File: src/rtl/hardware_configuration_pkg.sv
package config_pkg;

   // ==========================================================================
   // register map
   localparam logic [7:0] CONFIG_OFS       = 8'h00;
   localparam logic [7:0] INT_STATUS_OFS   = 8'h04;
   localparam logic [7:0] INT_MASK_OFS     = 8'h08;
   localparam logic [7:0] ERR_STATUS_OFS   = 8'h0c;

   // ==========================================================================
   // field positions
   localparam int SOFT_RESET_BIT        = 0;
   localparam int TIMEOUT_BIT           = 1;
   localparam int MII_SELECT_BIT        = 2;
   localparam int STRAP_BIT             = 3;
   localparam int TX_ERR_BIT            = 0;
   localparam int RX_ERR_BIT            = 1;
   localparam int EV_DONE_BIT           = 0;
   localparam int EV_TIMEOUT_BIT        = 1;
   localparam int EV_TX_ERR_BIT         = 2;
   localparam int EV_RX_ERR_BIT         = 3;
   localparam int EV_WIDTH              = 4;

   // ==========================================================================
   // reset values
   localparam logic       MII_SELECT_RST = 1'b0;
   localparam logic [3:0] EV_MASK_RST    = 4'h0;

   // ==========================================================================
   // timing
   localparam int CLK_PERIOD_NS      = 5;
   localparam int RESET_TIMEOUT_US   = 100;
   localparam int RESET_TIMEOUT_CYC  = RESET_TIMEOUT_US * 1000 / CLK_PERIOD_NS;
   localparam int RESET_HOLD_CYC     = 16;
   localparam int CLK_ALIVE_EDGES    = 4;

   typedef enum logic [1:0] {
      SR_IDLE  = 2'b00,
      SR_CHECK = 2'b01,
      SR_HOLD  = 2'b10
   } soft_reset_request_state_t;

endpackage

File: src/rtl/phy_clk_if.sv
`timescale 1ns/10ps
`default_nettype none
interface phy_clk_if;
   logic rx_clk_sync;
   logic tx_clk_sync;
   logic running;
   modport mon (input rx_clk_sync, input tx_clk_sync, output running);
   modport user (output rx_clk_sync, output tx_clk_sync, input running);
endinterface
`default_nettype wire

File: src/rtl/phy_clk_monitor.sv
`timescale 1ns/10ps
`default_nettype none
module phy_clk_monitor
   import config_pkg::*;
(
   input  wire logic clk_i,
   input  wire logic rst_n_i,
   phy_clk_if.mon    clk_bus
);
   // ==========================================================================
   // edge counting of the synchronised phy clocks
   localparam int WIN_CYC = 64;
   logic [1:0] rx_hist;
   logic [1:0] tx_hist;
   logic [7:0] win;
   logic [3:0] rx_edges;
   logic [3:0] tx_edges;
   logic       running;

   always_ff @(posedge clk_i or negedge rst_n_i) begin
      if (!rst_n_i) begin
         rx_hist <= 2'b00;
         tx_hist <= 2'b00;
      end else begin
         rx_hist <= {rx_hist[0], clk_bus.rx_clk_sync};
         tx_hist <= {tx_hist[0], clk_bus.tx_clk_sync};
      end
   end

   always_ff @(posedge clk_i or negedge rst_n_i) begin
      if (!rst_n_i) begin
         win      <= 8'h00;
         rx_edges <= 4'h0;
         tx_edges <= 4'h0;
         running  <= 1'b0;
      end else if (win == 8'(WIN_CYC - 1)) begin
         win      <= 8'h00;
         running  <= (rx_edges >= 4'(CLK_ALIVE_EDGES)) && (tx_edges >= 4'(CLK_ALIVE_EDGES));
         rx_edges <= 4'h0;
         tx_edges <= 4'h0;
      end else begin
         win <= win + 8'h01;
         if (rx_hist == 2'b01 && rx_edges != 4'hf) begin
            rx_edges <= rx_edges + 4'h1;
         end
         if (tx_hist == 2'b01 && tx_edges != 4'hf) begin
            tx_edges <= tx_edges + 4'h1;
         end
      end
   end

   assign clk_bus.running = running;
endmodule
`default_nettype wire

File: src/rtl/phy_select_soft_reset.sv
// Functional notes
// - strap pin caught after hard reset release, shown in read-only bit 3
// - strap value feeds nothing but the register read path
// - bit 2 selects external MII port when one, internal PHY when zero
// - MII select leaves management port and rx/tx clock routing untouched
// - soft reset with stopped PHY clocks times out and sets bit 1
// - writing one to bit 0 starts full reset of MAC registers
// - soft reset clears command/status registers except kept bits; here it clears only the error status flags, interrupt status keeps its bits
// - soft reset clears pending transmit and receive error flags
// - soft reset request bit clears itself when done, reads zero after reset
// - host writes ignored until one read after reset or power-save exit
//
// The address-and-strobe port and the register offsets were left to the implementer.
`timescale 1ns/10ps
`default_nettype none
module phy_select_soft_reset
   import config_pkg::*;
#(
   parameter int TIMEOUT_CYC = RESET_TIMEOUT_CYC
) (
   input  wire logic        clk_i,
   input  wire logic        rst_n_i,
   input  wire logic [7:0]  addr_i,
   input  wire logic [31:0] wdata_i,
   input  wire logic        wr_i,
   input  wire logic        rd_i,
   output logic [31:0]      rdata_o,
   input  wire logic        mdio_strap_i,
   input  wire logic        phy_rx_clk_i,
   input  wire logic        phy_tx_clk_i,
   input  wire logic        power_save_exit_i,
   input  wire logic        transmit_error_i,
   input  wire logic        receive_error_i,
   output logic            mii_port_external_select_o,
   output logic            mac_soft_reset_o,
   output logic            irq_o
);
   // ==========================================================================
   // parameter check
   if (TIMEOUT_CYC < 2 || TIMEOUT_CYC > 2**24 - 1) begin : g_bad_timeout
      $error("phy_select_soft_reset: TIMEOUT_CYC out of range");
   end

   // ==========================================================================
   // input synchronisers, two flops each
   logic [1:0] strap_sync;
   logic [1:0] rx_sync;
   logic [1:0] tx_sync;
   logic [1:0] pse_sync;
   logic       pse_last;

   always_ff @(posedge clk_i or negedge rst_n_i) begin
      if (!rst_n_i) begin
         strap_sync <= 2'b00;
      end else begin
         strap_sync <= {strap_sync[0], mdio_strap_i};
      end
   end

   // phy clocks sampled as data: they must run slower than half of clk_i
   always_ff @(posedge clk_i or negedge rst_n_i) begin
      if (!rst_n_i) begin
         rx_sync <= 2'b00;
         tx_sync <= 2'b00;
      end else begin
         rx_sync <= {rx_sync[0], phy_rx_clk_i};
         tx_sync <= {tx_sync[0], phy_tx_clk_i};
      end
   end

   // power-save exit edge detector reads only the second flop
   always_ff @(posedge clk_i or negedge rst_n_i) begin
      if (!rst_n_i) begin
         pse_sync <= 2'b00;
         pse_last <= 1'b0;
      end else begin
         pse_sync <= {pse_sync[0], power_save_exit_i};
         pse_last <= pse_sync[1];
      end
   end

   // ==========================================================================
   // strap capture, once after hard reset release
   logic strap_taken;
   logic [1:0] strap_wait;
   logic external_phy_present_strap;

   always_ff @(posedge clk_i or negedge rst_n_i) begin
      if (!rst_n_i) begin
         strap_taken                <= 1'b0;
         strap_wait                 <= 2'b00;
         external_phy_present_strap <= 1'b0;
      end else if (!strap_taken) begin
         strap_wait <= strap_wait + 2'b01;
         if (strap_wait == 2'b10) begin
            external_phy_present_strap <= strap_sync[1];
            strap_taken                <= 1'b1;
         end
      end
   end

   // ==========================================================================
   // phy clock monitor and soft reset sequencer
   phy_clk_if clk_bus ();
   assign clk_bus.rx_clk_sync = rx_sync[1];
   assign clk_bus.tx_clk_sync = tx_sync[1];

   phy_clk_monitor u_mon (
      .clk_i   (clk_i),
      .rst_n_i (rst_n_i),
      .clk_bus (clk_bus.mon)
   );

   logic sr_start;
   logic sr_busy;
   logic sr_done;
   logic sr_timeout;
   logic sr_pulse;

   soft_reset_seq #(
      .TIMEOUT_CYC (TIMEOUT_CYC)
   ) u_seq (
      .clk_i         (clk_i),
      .rst_n_i       (rst_n_i),
      .start_i       (sr_start),
      .phy_running_i (clk_bus.running),
      .busy_o        (sr_busy),
      .done_o        (sr_done),
      .timeout_o     (sr_timeout),
      .reset_pulse_o (sr_pulse)
   );

   // ==========================================================================
   // write gate: armed by first read
   logic write_armed;
   logic wr_ok;
   logic cfg_wr;
   logic sts_wr;
   logic msk_wr;

   always_ff @(posedge clk_i or negedge rst_n_i) begin
      if (!rst_n_i) begin
         write_armed <= 1'b0;
      end else if (pse_sync[1] && !pse_last) begin
         write_armed <= 1'b0;
      end else if (rd_i) begin
         write_armed <= 1'b1;
      end
   end

   assign wr_ok    = wr_i && write_armed;
   assign cfg_wr   = wr_ok && (addr_i == CONFIG_OFS);
   assign sts_wr   = wr_ok && (addr_i == INT_STATUS_OFS);
   assign msk_wr   = wr_ok && (addr_i == INT_MASK_OFS);
   assign sr_start = cfg_wr && wdata_i[SOFT_RESET_BIT] && !sr_busy;

   // ==========================================================================
   // hardware configuration bits
   logic soft_reset_request;
   logic soft_reset_timeout_flag;
   logic mii_port_external_select;

   always_ff @(posedge clk_i or negedge rst_n_i) begin
      if (!rst_n_i) begin
         soft_reset_request <= 1'b0;
      end else if (sr_start) begin
         soft_reset_request <= 1'b1;
      end else if (sr_done || sr_timeout) begin
         soft_reset_request <= 1'b0;
      end
   end

   always_ff @(posedge clk_i or negedge rst_n_i) begin
      if (!rst_n_i) begin
         soft_reset_timeout_flag <= 1'b0;
      end else if (sr_timeout) begin
         soft_reset_timeout_flag <= 1'b1;
      end else if (sr_start) begin
         soft_reset_timeout_flag <= 1'b0;
      end
   end

   // mii select is kept across soft reset; only the port is steered
   always_ff @(posedge clk_i or negedge rst_n_i) begin
      if (!rst_n_i) begin
         mii_port_external_select <= MII_SELECT_RST;
      end else if (cfg_wr) begin
         mii_port_external_select <= wdata_i[MII_SELECT_BIT];
      end
   end

   // data-signal mux select only; smi and clock routing live elsewhere
   assign mii_port_external_select_o = mii_port_external_select;
   assign mac_soft_reset_o           = sr_pulse;

   // ==========================================================================
   // error flags, cleared by soft reset
   logic transmit_error_flag;
   logic receive_error_flag;
   logic err_wr;

   assign err_wr = wr_ok && addr_i == ERR_STATUS_OFS;

   // soft reset beats a new error; otherwise set beats write-one-to-clear
   always_ff @(posedge clk_i or negedge rst_n_i) begin
      if (!rst_n_i) begin
         transmit_error_flag <= 1'b0;
      end else if (sr_pulse) begin
         transmit_error_flag <= 1'b0;
      end else if (transmit_error_i) begin
         transmit_error_flag <= 1'b1;
      end else if (err_wr && wdata_i[TX_ERR_BIT]) begin
         transmit_error_flag <= 1'b0;
      end
   end

   always_ff @(posedge clk_i or negedge rst_n_i) begin
      if (!rst_n_i) begin
         receive_error_flag <= 1'b0;
      end else if (sr_pulse) begin
         receive_error_flag <= 1'b0;
      end else if (receive_error_i) begin
         receive_error_flag <= 1'b1;
      end else if (err_wr && wdata_i[RX_ERR_BIT]) begin
         receive_error_flag <= 1'b0;
      end
   end

   // ==========================================================================
   // interrupt status and mask
   logic [EV_WIDTH-1:0] int_status;
   logic [EV_WIDTH-1:0] int_mask;
   logic [EV_WIDTH-1:0] events;

   assign events[EV_DONE_BIT]    = sr_done;
   assign events[EV_TIMEOUT_BIT] = sr_timeout;
   assign events[EV_TX_ERR_BIT]  = transmit_error_i;
   assign events[EV_RX_ERR_BIT]  = receive_error_i;

   for (genvar i = 0; i < EV_WIDTH; i++) begin : g_ev
      always_ff @(posedge clk_i or negedge rst_n_i) begin
         if (!rst_n_i) begin
            int_status[i] <= 1'b0;
         end else if (events[i]) begin
            int_status[i] <= 1'b1;
         end else if (sts_wr && wdata_i[i]) begin
            int_status[i] <= 1'b0;
         end
      end
   end

   // mask is kept across soft reset so software keeps its interrupt setup
   always_ff @(posedge clk_i or negedge rst_n_i) begin
      if (!rst_n_i) begin
         int_mask <= EV_MASK_RST;
      end else if (msk_wr) begin
         int_mask <= wdata_i[EV_WIDTH-1:0];
      end
   end

   assign irq_o = |(int_status & int_mask);

   // ==========================================================================
   // read path
   logic [31:0] cfg_word;
   logic [31:0] err_word;
   logic [31:0] next_rdata;

   // config word: only the low four bits exist, the rest read zero
   always_comb begin
      cfg_word                 = 32'h00000000;
      cfg_word[STRAP_BIT]      = external_phy_present_strap;
      cfg_word[MII_SELECT_BIT] = mii_port_external_select;
      cfg_word[TIMEOUT_BIT]    = soft_reset_timeout_flag;
      cfg_word[SOFT_RESET_BIT] = soft_reset_request;
   end

   always_comb begin
      err_word             = 32'h00000000;
      err_word[TX_ERR_BIT] = transmit_error_flag;
      err_word[RX_ERR_BIT] = receive_error_flag;
   end

   always_comb begin
      next_rdata = 32'h00000000;
      case (addr_i)
         CONFIG_OFS: begin
            next_rdata = cfg_word;
         end
         INT_STATUS_OFS: begin
            next_rdata[EV_WIDTH-1:0] = int_status;
         end
         INT_MASK_OFS: begin
            next_rdata[EV_WIDTH-1:0] = int_mask;
         end
         ERR_STATUS_OFS: begin
            next_rdata = err_word;
         end
         default: begin
            next_rdata = 32'h00000000;
         end
      endcase
   end

   always_ff @(posedge clk_i or negedge rst_n_i) begin
      if (!rst_n_i) begin
         rdata_o <= 32'h00000000;
      end else if (rd_i) begin
         rdata_o <= next_rdata;
      end else begin
         rdata_o <= 32'h00000000;
      end
   end
endmodule
`default_nettype wire

File: src/rtl/soft_reset_seq.sv
`timescale 1ns/10ps
`default_nettype none
module soft_reset_seq
   import config_pkg::*;
#(
   parameter int TIMEOUT_CYC = RESET_TIMEOUT_CYC
) (
   input  wire logic clk_i,
   input  wire logic rst_n_i,
   input  wire logic start_i,
   input  wire logic phy_running_i,
   output logic      busy_o,
   output logic      done_o,
   output logic      timeout_o,
   output logic      reset_pulse_o
);
   if (TIMEOUT_CYC < 2 || TIMEOUT_CYC > 2**24 - 1) begin : g_bad_timeout
      $error("soft_reset_seq: TIMEOUT_CYC out of range");
   end

   soft_reset_request_state_t state;
   logic [23:0] cnt;

   // ==========================================================================
   // sequencer: wait for phy clocks, then hold internal reset
   always_ff @(posedge clk_i or negedge rst_n_i) begin
      if (!rst_n_i) begin
         state     <= SR_IDLE;
         cnt       <= 24'h000000;
         done_o    <= 1'b0;
         timeout_o <= 1'b0;
      end else begin
         done_o    <= 1'b0;
         timeout_o <= 1'b0;
         case (state)
            SR_IDLE: begin
               cnt <= 24'h000000;
               if (start_i) begin
                  state <= SR_CHECK;
               end
            end
            SR_CHECK: begin
               if (phy_running_i) begin
                  state <= SR_HOLD;
                  cnt   <= 24'h000000;
               end else if (cnt == 24'(TIMEOUT_CYC - 1)) begin
                  state     <= SR_IDLE;
                  timeout_o <= 1'b1;
               end else begin
                  cnt <= cnt + 24'h000001;
               end
            end
            SR_HOLD: begin
               if (cnt == 24'(RESET_HOLD_CYC - 1)) begin
                  state  <= SR_IDLE;
                  done_o <= 1'b1;
               end else begin
                  cnt <= cnt + 24'h000001;
               end
            end
            default: begin
               state <= SR_IDLE;
            end
         endcase
      end
   end

   assign busy_o        = (state != SR_IDLE);
   assign reset_pulse_o = (state == SR_HOLD);
endmodule
`default_nettype wire
File: config.mk
export PLATFORM = sky130hd
export DESIGN_NAME = phy_select_soft_reset
export DESIGN_NICKNAME = d
export VERILOG_FILES = /design/src/rtl/hardware_configuration_pkg.sv /design/src/rtl/phy_clk_if.sv /design/src/rtl/phy_clk_monitor.sv /design/src/rtl/phy_select_soft_reset.sv /design/src/rtl/soft_reset_seq.sv
export SDC_FILE = /design/constraint.sdc
export NUM_CORES = 1
export LEC_CHECK = 0
export BUFFER_PORTS_ARGS = -buffer_cell sky130_fd_sc_hd__buf_2
export CAP_MARGIN = 40
export CELL_PAD_IN_SITES_DETAIL_PLACEMENT = 1
export CELL_PAD_IN_SITES_GLOBAL_PLACEMENT = 2
export CORE_ASPECT_RATIO = 1.5
export CORE_MARGIN = 2
export CORE_UTILIZATION = 34
export DETAILED_ROUTE_END_ITERATION = 8
export PLACE_DENSITY = 0.9
export SYNTH_ARGS = -nofsm -noshare
export SYNTH_HDL_FRONTEND = slang
export SYNTH_SLANG_ARGS = --single-unit
File: constraint.sdc
create_clock -name clk_i -period 3.05 [get_ports clk_i]
set_clock_uncertainty 0.05 [all_clocks]
set_input_delay 0.4575 -clock clk_i [delete_from_list [all_inputs] [get_ports clk_i]]
set_output_delay 0.4575 -clock clk_i [all_outputs]
set_load 0.01 [all_outputs]
# ---- After elaboration in Yosys (flattened, before gate mapping)
# Index checks and enable logic that the tools add are counted.
# Widths: inputs -> output; s select.
dict set report word_totals {
  register_bits 80
  in_bits 50
  output_inout_bits 35
  elab_cells 139
}
dict set report op_classes {
  add_sub_neg 5
  order_cmp 2
  eq_ne 18
  muxes 43
  n_bitwise 2
  reduce_logical 39
}
# cell count
set ops {}
lappend ops {{$mux 24} 3}
lappend ops {{$pmux 24 s3} 1}
lappend ops {{$mux 1} 27}
lappend ops {{$add 24x1->24 const B} 1}
lappend ops {{$eq 24x15->1 const B} 1}
lappend ops {{$eq 24x4->1 const B} 1}
lappend ops {{$mux 4} 5}
lappend ops {{$reduce_bool 2->1} 10}
lappend ops {{$logic_and 1x1->1} 17}
lappend ops {{$eq 8x4->1 const B} 2}
lappend ops {{$pmux 4 s4} 1}
lappend ops {{$reduce_bool 3->1} 3}
lappend ops {{$add 4x1->4 const B} 2}
lappend ops {{$add 8x1->8 const B} 1}
lappend ops {{$eq 8x3->1 const B} 1}
lappend ops {{$eq 8x6->1 const B} 1}
lappend ops {{$ge 4x3->1 const B} 2}
lappend ops {{$logic_not 8->1} 1}
lappend ops {{$mux 2} 4}
lappend ops {{$mux 8} 1}
lappend ops {{$ne 4x4->1 const B} 2}
lappend ops {{$eq 2x1->1 const B} 3}
lappend ops {{$pmux 2 s3} 1}
lappend ops {{$reduce_and 3->1} 2}
lappend ops {{13 further kinds} 16}

# ---- Logic depth before layout (Yosys ltp)
dict set report logic_depth {
  depth_word 6
  ltp_mapped 9
  depth_no_buf 7
}

# ---- Cells and area by module
# From an unflattened synthesis, not the netlist that was laid out.
dict set report hier_totals {
  cells_unflattened 398
  area_unflattened_um2 4192.8
}
# mod n_inst cells_per_inst area_each_um2 seq_area_each_um2
set by_module_without_submodules {}
lappend by_module_without_submodules {soft_reset_seq 1 188 1778.0 700.7}
lappend by_module_without_submodules {phy_select_soft_reset 1 129 1491.4 775.7}
lappend by_module_without_submodules {phy_clk_monitor 1 81 923.4 525.5}

# ---- Worst setup path before layout
# OpenSTA, ideal clock, no wires.
dict set report synth_timing {
  path_type {flip-flop to flip-flop}
  start {register u_seq.cnt[0]}
  end {register u_seq.cnt[16]}
  setup_ns 0.080
  t_arrival_ns 2.021
  required_time_ns 2.920
  slack_ns 0.899
  stages_incl_launch_ff 8
  path_buffers 1
  period_less_slack_ns 2.151
  cell_sequence {dfrtp_1 ha_1 and3_1 and3_1 a41o_1 buf_6 or4_4 o211ai_2}
}
dict set report synth_via {
  elab_chain_cells 4
  elab_cells_between_ends 10
  classes_between {1 x add/sub; 4 x eq/ne; 4 x mux; 1 x reduce/logical}
}
# element line
set synth_lines {}
lappend synth_lines {{start: declaration} soft_reset_seq.sv:22} ;# logic [23:0] cnt;
lappend synth_lines {{start signal: assignment} soft_reset_seq.sv:50} ;# cnt <= cnt + 24'h000001;
lappend synth_lines {{start signal: assignment} soft_reset_seq.sv:58} ;# cnt <= cnt + 24'h000001;
lappend synth_lines {{$add 24x1->24} {soft_reset_seq.sv:50, soft_reset_seq.sv:58}}
lappend synth_lines {{$mux 24} soft_reset_seq.sv:46} ;# end else if (cnt == 24'(TIMEOUT_CYC - 1)) begin
lappend synth_lines {{$mux 24} soft_reset_seq.sv:43} ;# if (phy_running_i) begin
lappend synth_lines {{$pmux 24 s3} soft_reset_seq.sv:35} ;# case (state)
# Parallel ways exist; a longest one is shown, timed or not. The select of a mux whose other input is x is not followed.
# A chain may end at the register's enable or synchronous reset.

# ---- Final worst setup path
dict set report layout_timing {
  start {register u_seq.cnt[0]}
  end {register u_seq.cnt[19]}
}
# The elaborated chain is that of the path after synthesis.

==> run metrics <==
clk buf depth=2; Ys Warns=0; layout cells sized above 1=15.1%; I/O pin total=between 80 and 90; routed len/inst=17.3 µm; hold wc startpoint=phy_tx_clk_i; post-synthesis cell count=390; fin nets=between 400 and 500; total CTS buffers=9; Routed Antenna Nets=0; initial antenna violation count=0; DRT Pass-1 Iters=4; asr flop ratio synth=between 90% and 100%; Crit path buffers/inverters=1; Die X=92.9 µm; Die ar.=12800 µm²; DR iter-0 viols=about 180; dpl cells=557; DRC=0; Hold Path End=tx_sync[0]; critical path required time=~3.2 ns; hpwl dp=6.77 mm; # diodes=0; PD cells=551 nW/µm²; largest net degree at the start of global routing=62; Max-slew headroom=50.3%; Hold Crit Class=primary input to flop; FF-to-FF path depth=7; FF-to-FF End=u_seq.cnt[19]; Flop pwr share=47.9%; first-pass GRT wire length=roughly 16 mm; most used cell, CP=and3_1; CP max stage delay=0.42 ns; status=complete, no violations; CP Launch Type=flop; RSZ-0062 raised after global routing=no; CTS tree=done; sw frac=25.1%; Slew @ Worst Pin=0.740 ns; cell chosen for the clock root=clkbuf_16; Tcrit/Tclk final=78.8%; Gate power share=8.3%; routed vias/inst=5.42; Post-synth EDFFs=0; Synth Cell Area=4030 µm²; Cell Int Power=1.87 mW; flop-to-flop setup slack=approximately 0.65 ns; count of different cell masters after synthesis=54; core area=11500 µm²; Pleak=roughly 2.1 nW; Slowest cell on crit path=dfrtp_1; Tmin final=2.40 ns; Crit path arrival time=2.58 ns; register area share after synthesis=between 40 and 50%; total congestion overflow=0; worst-skew pair later-pin latency=0.34 ns; vias after detailed routing=3109; Die Y=around 140 µm; Placer Congestion=approximately 0.79; NetSw=roughly 0.63 mW; GRT Util Overall=between 10% and 20%; Post-synth top flop=dfrtp_1; CP delay by family, top=compound AO/OA/AOI/OAI gates; setup bufs post-CTS=0; Worst VDD drop=225 µV; P&R area growth vs syn=12.7%; post-layout instance count excluding filler cells=574; detailed-route wire length=9.95 mm; worst path cell trace=ha_1 > and3_1 > and3_1 > a41oi_1 > nand2_1 > buf_4 > o41ai_1; final setup TNS=0 ns; reg-to-reg startpoint=u_seq.cnt[0]; flip-flop and latch count after synthesis=80; H-Tree Depth=3; I/O Buffers=28; crit path kind=flop to flop; Rows=48; CP max FO=12; Synth Area per Inst=10.3 µm²; # Max-Cap Violations=0; fin. max-slew vios=0; Clock Sinks=80; Max Freq=0.416 GHz; number of global-route vias before repair=3239; Worst-path clk slew=0.06 ns; Initial Utilization=35.0%; Critical Path End Type=flop; Hold Path Depth=1; Final Hold Fails=0; Setup-failing EPs final=0; share of power burned in the clock network=43.8%
==> synth_stat cells, drive strengths merged (3+ instances only) <==
library cell | instances | area, µm²
dfrtp | 80 | 2000
buf | 39 | 287
nor2 | 33 | 124
nand2 | 28 | 105
o31ai | 22 | 165
nand3 | 20 | 100
o21ai | 15 | 75.1
a21oi | 11 | 55.1
inv | 10 | 37.5
ha | 9 | 113
a31oi | 8 | 50.1
and3 | 7 | 43.8
nand4 | 7 | 43.8
o41ai | 7 | 61.3
xor2 | 7 | 61.3
and4 | 6 | 52.6
clkbuf | 6 | 23.8
mux2 | 6 | 67.6
nor3 | 6 | 35.0
a21o | 5 | 37.5
mux2i | 5 | 50.1
nor2b | 5 | 31.3
nor4 | 5 | 37.5
or4 | 5 | 41.3
xnor2 | 5 | 43.8
a22oi | 3 | 22.5
o21a | 3 | 22.5
o311a | 3 | 30.0
==> logic make-up (layout without fill, tap and decap cells) <==
logic type	count (synthesis)	count (layout)	synth area share, %
simple gates	130	130	16.5
compound gates	90	90	15.7
mux	13	13	4.03
flops	80	80	49.6
xor+xnor	12	12	2.61
fa+ha+maj	9	9	2.79
other cells	1	28	0.0930
buf+inv	55	62	8.63
==> per-layer routing <==
layer	track usage, %	share of wire, %	vias to the layer above
met1	17.7	37	1590
li1	-	-	1428
met2	31.6	57	76
met5	0	0	-
met3	2.41	3.7	15
met4	7.52	2.2	0
==> per-stage QoR <==
| step | power [mW] | utilization, % | setup slack (ns) | hold slack (ns) | cell area (µm²) |
|---|---|---|---|---|---|
| floorplan | 1.35 | - | 0.899 | 0.112 | 4130 |
| global placement | 1.39 | 36.4 | 0.718 | 0.283 | 4200 |
| detailed placement | 1.41 | 36.7 | 0.649 | 0.287 | 4230 |
| CTS | 2.53 | 39.4 | 0.634 | 0.162 | 4540 |
| global route | 2.60 | 39.4 | 0.488 | 0.167 | 4540 |
| finish | 2.50 | 39.4 | 0.646 | 0.168 | 4540 |
==> state kept, by name, indices dropped and copies added, names as in the netlist, 4 cells and up <==
signal,count
int_mask,4
int_status,4
u_mon.tx_edges,4
u_seq.cnt,24
u_mon.rx_edges,4
u_mon.win,8
rdata_o,4
==> placed cells by master, fill, tap and decap left out, drive strengths merged, types with 3 or more instances in the layout <==
cell / n
a21o: 5
a21oi: 11
a22oi: 3
a31oi: 8
and3: 7
and4: 6
buf: 35
clkbuf: 10
conb: 28
dfrtp: 80
ha: 9
inv: 11
mux2: 6
mux2i: 5
nand2: 28
nand3: 20
nand4: 7
nor2: 33
nor2b: 5
nor3: 6
nor4: 5
o21a: 3
o21ai: 15
o311a: 3
o31ai: 22
o41ai: 7
or4: 5
xnor2: 5
xor2: 7
==> cell type report <==
class | count | area, µm²
clock buffers | 10 | 239
multi-input cells | 282 | 1780
clock inverters | 6 | 67.6
inverters | 10 | 37.5
flip-flops and latches | 80 | 2000
well taps | 150 | 188
repair buffers | 36 | 225
fillers | 1315 | 6990
==> power groups by stage <==
| stage | Clock (mW) | Combinational (mW) | Sequential, mW |
|---|---|---|---|
| after floorplan | 0 | 0.155 | 1.20 |
| after global placement | 0 | 0.179 | 1.21 |
| after detailed placement | 0 | 0.199 | 1.21 |
| after CTS | 1.12 | 0.213 | 1.20 |
| after global routing | 1.16 | 0.237 | 1.21 |
| final | 1.10 | 0.207 | 1.20 |
==> how the worst max path moves through the flow <==
stage,from,endpoint,slack [ns],cells after the start
detailed placement,addr_i[1],int_status[0],0.65,6
finish,u_seq.cnt[0],u_seq.cnt[19],0.65,7
global route,u_seq.cnt[0],u_seq.cnt[19],0.49,7
floorplan,u_seq.cnt[0],u_seq.cnt[16],0.90,7
CTS,u_seq.cnt[0],u_seq.cnt[19],0.63,7
global placement,u_seq.cnt[0],u_seq.cnt[19],0.72,7
==> timing repair <==
| item | CTS | global route |
|---|---|---|
| hold buffers | 1 | 0 |
| hold endpoints to repair | 19 | 0 |
| endpoints found under the setup margin | 0 | 0 |
| gates resized for setup | 0 | 0 |
Note: power is estimated with default switching activity, not from simulation.
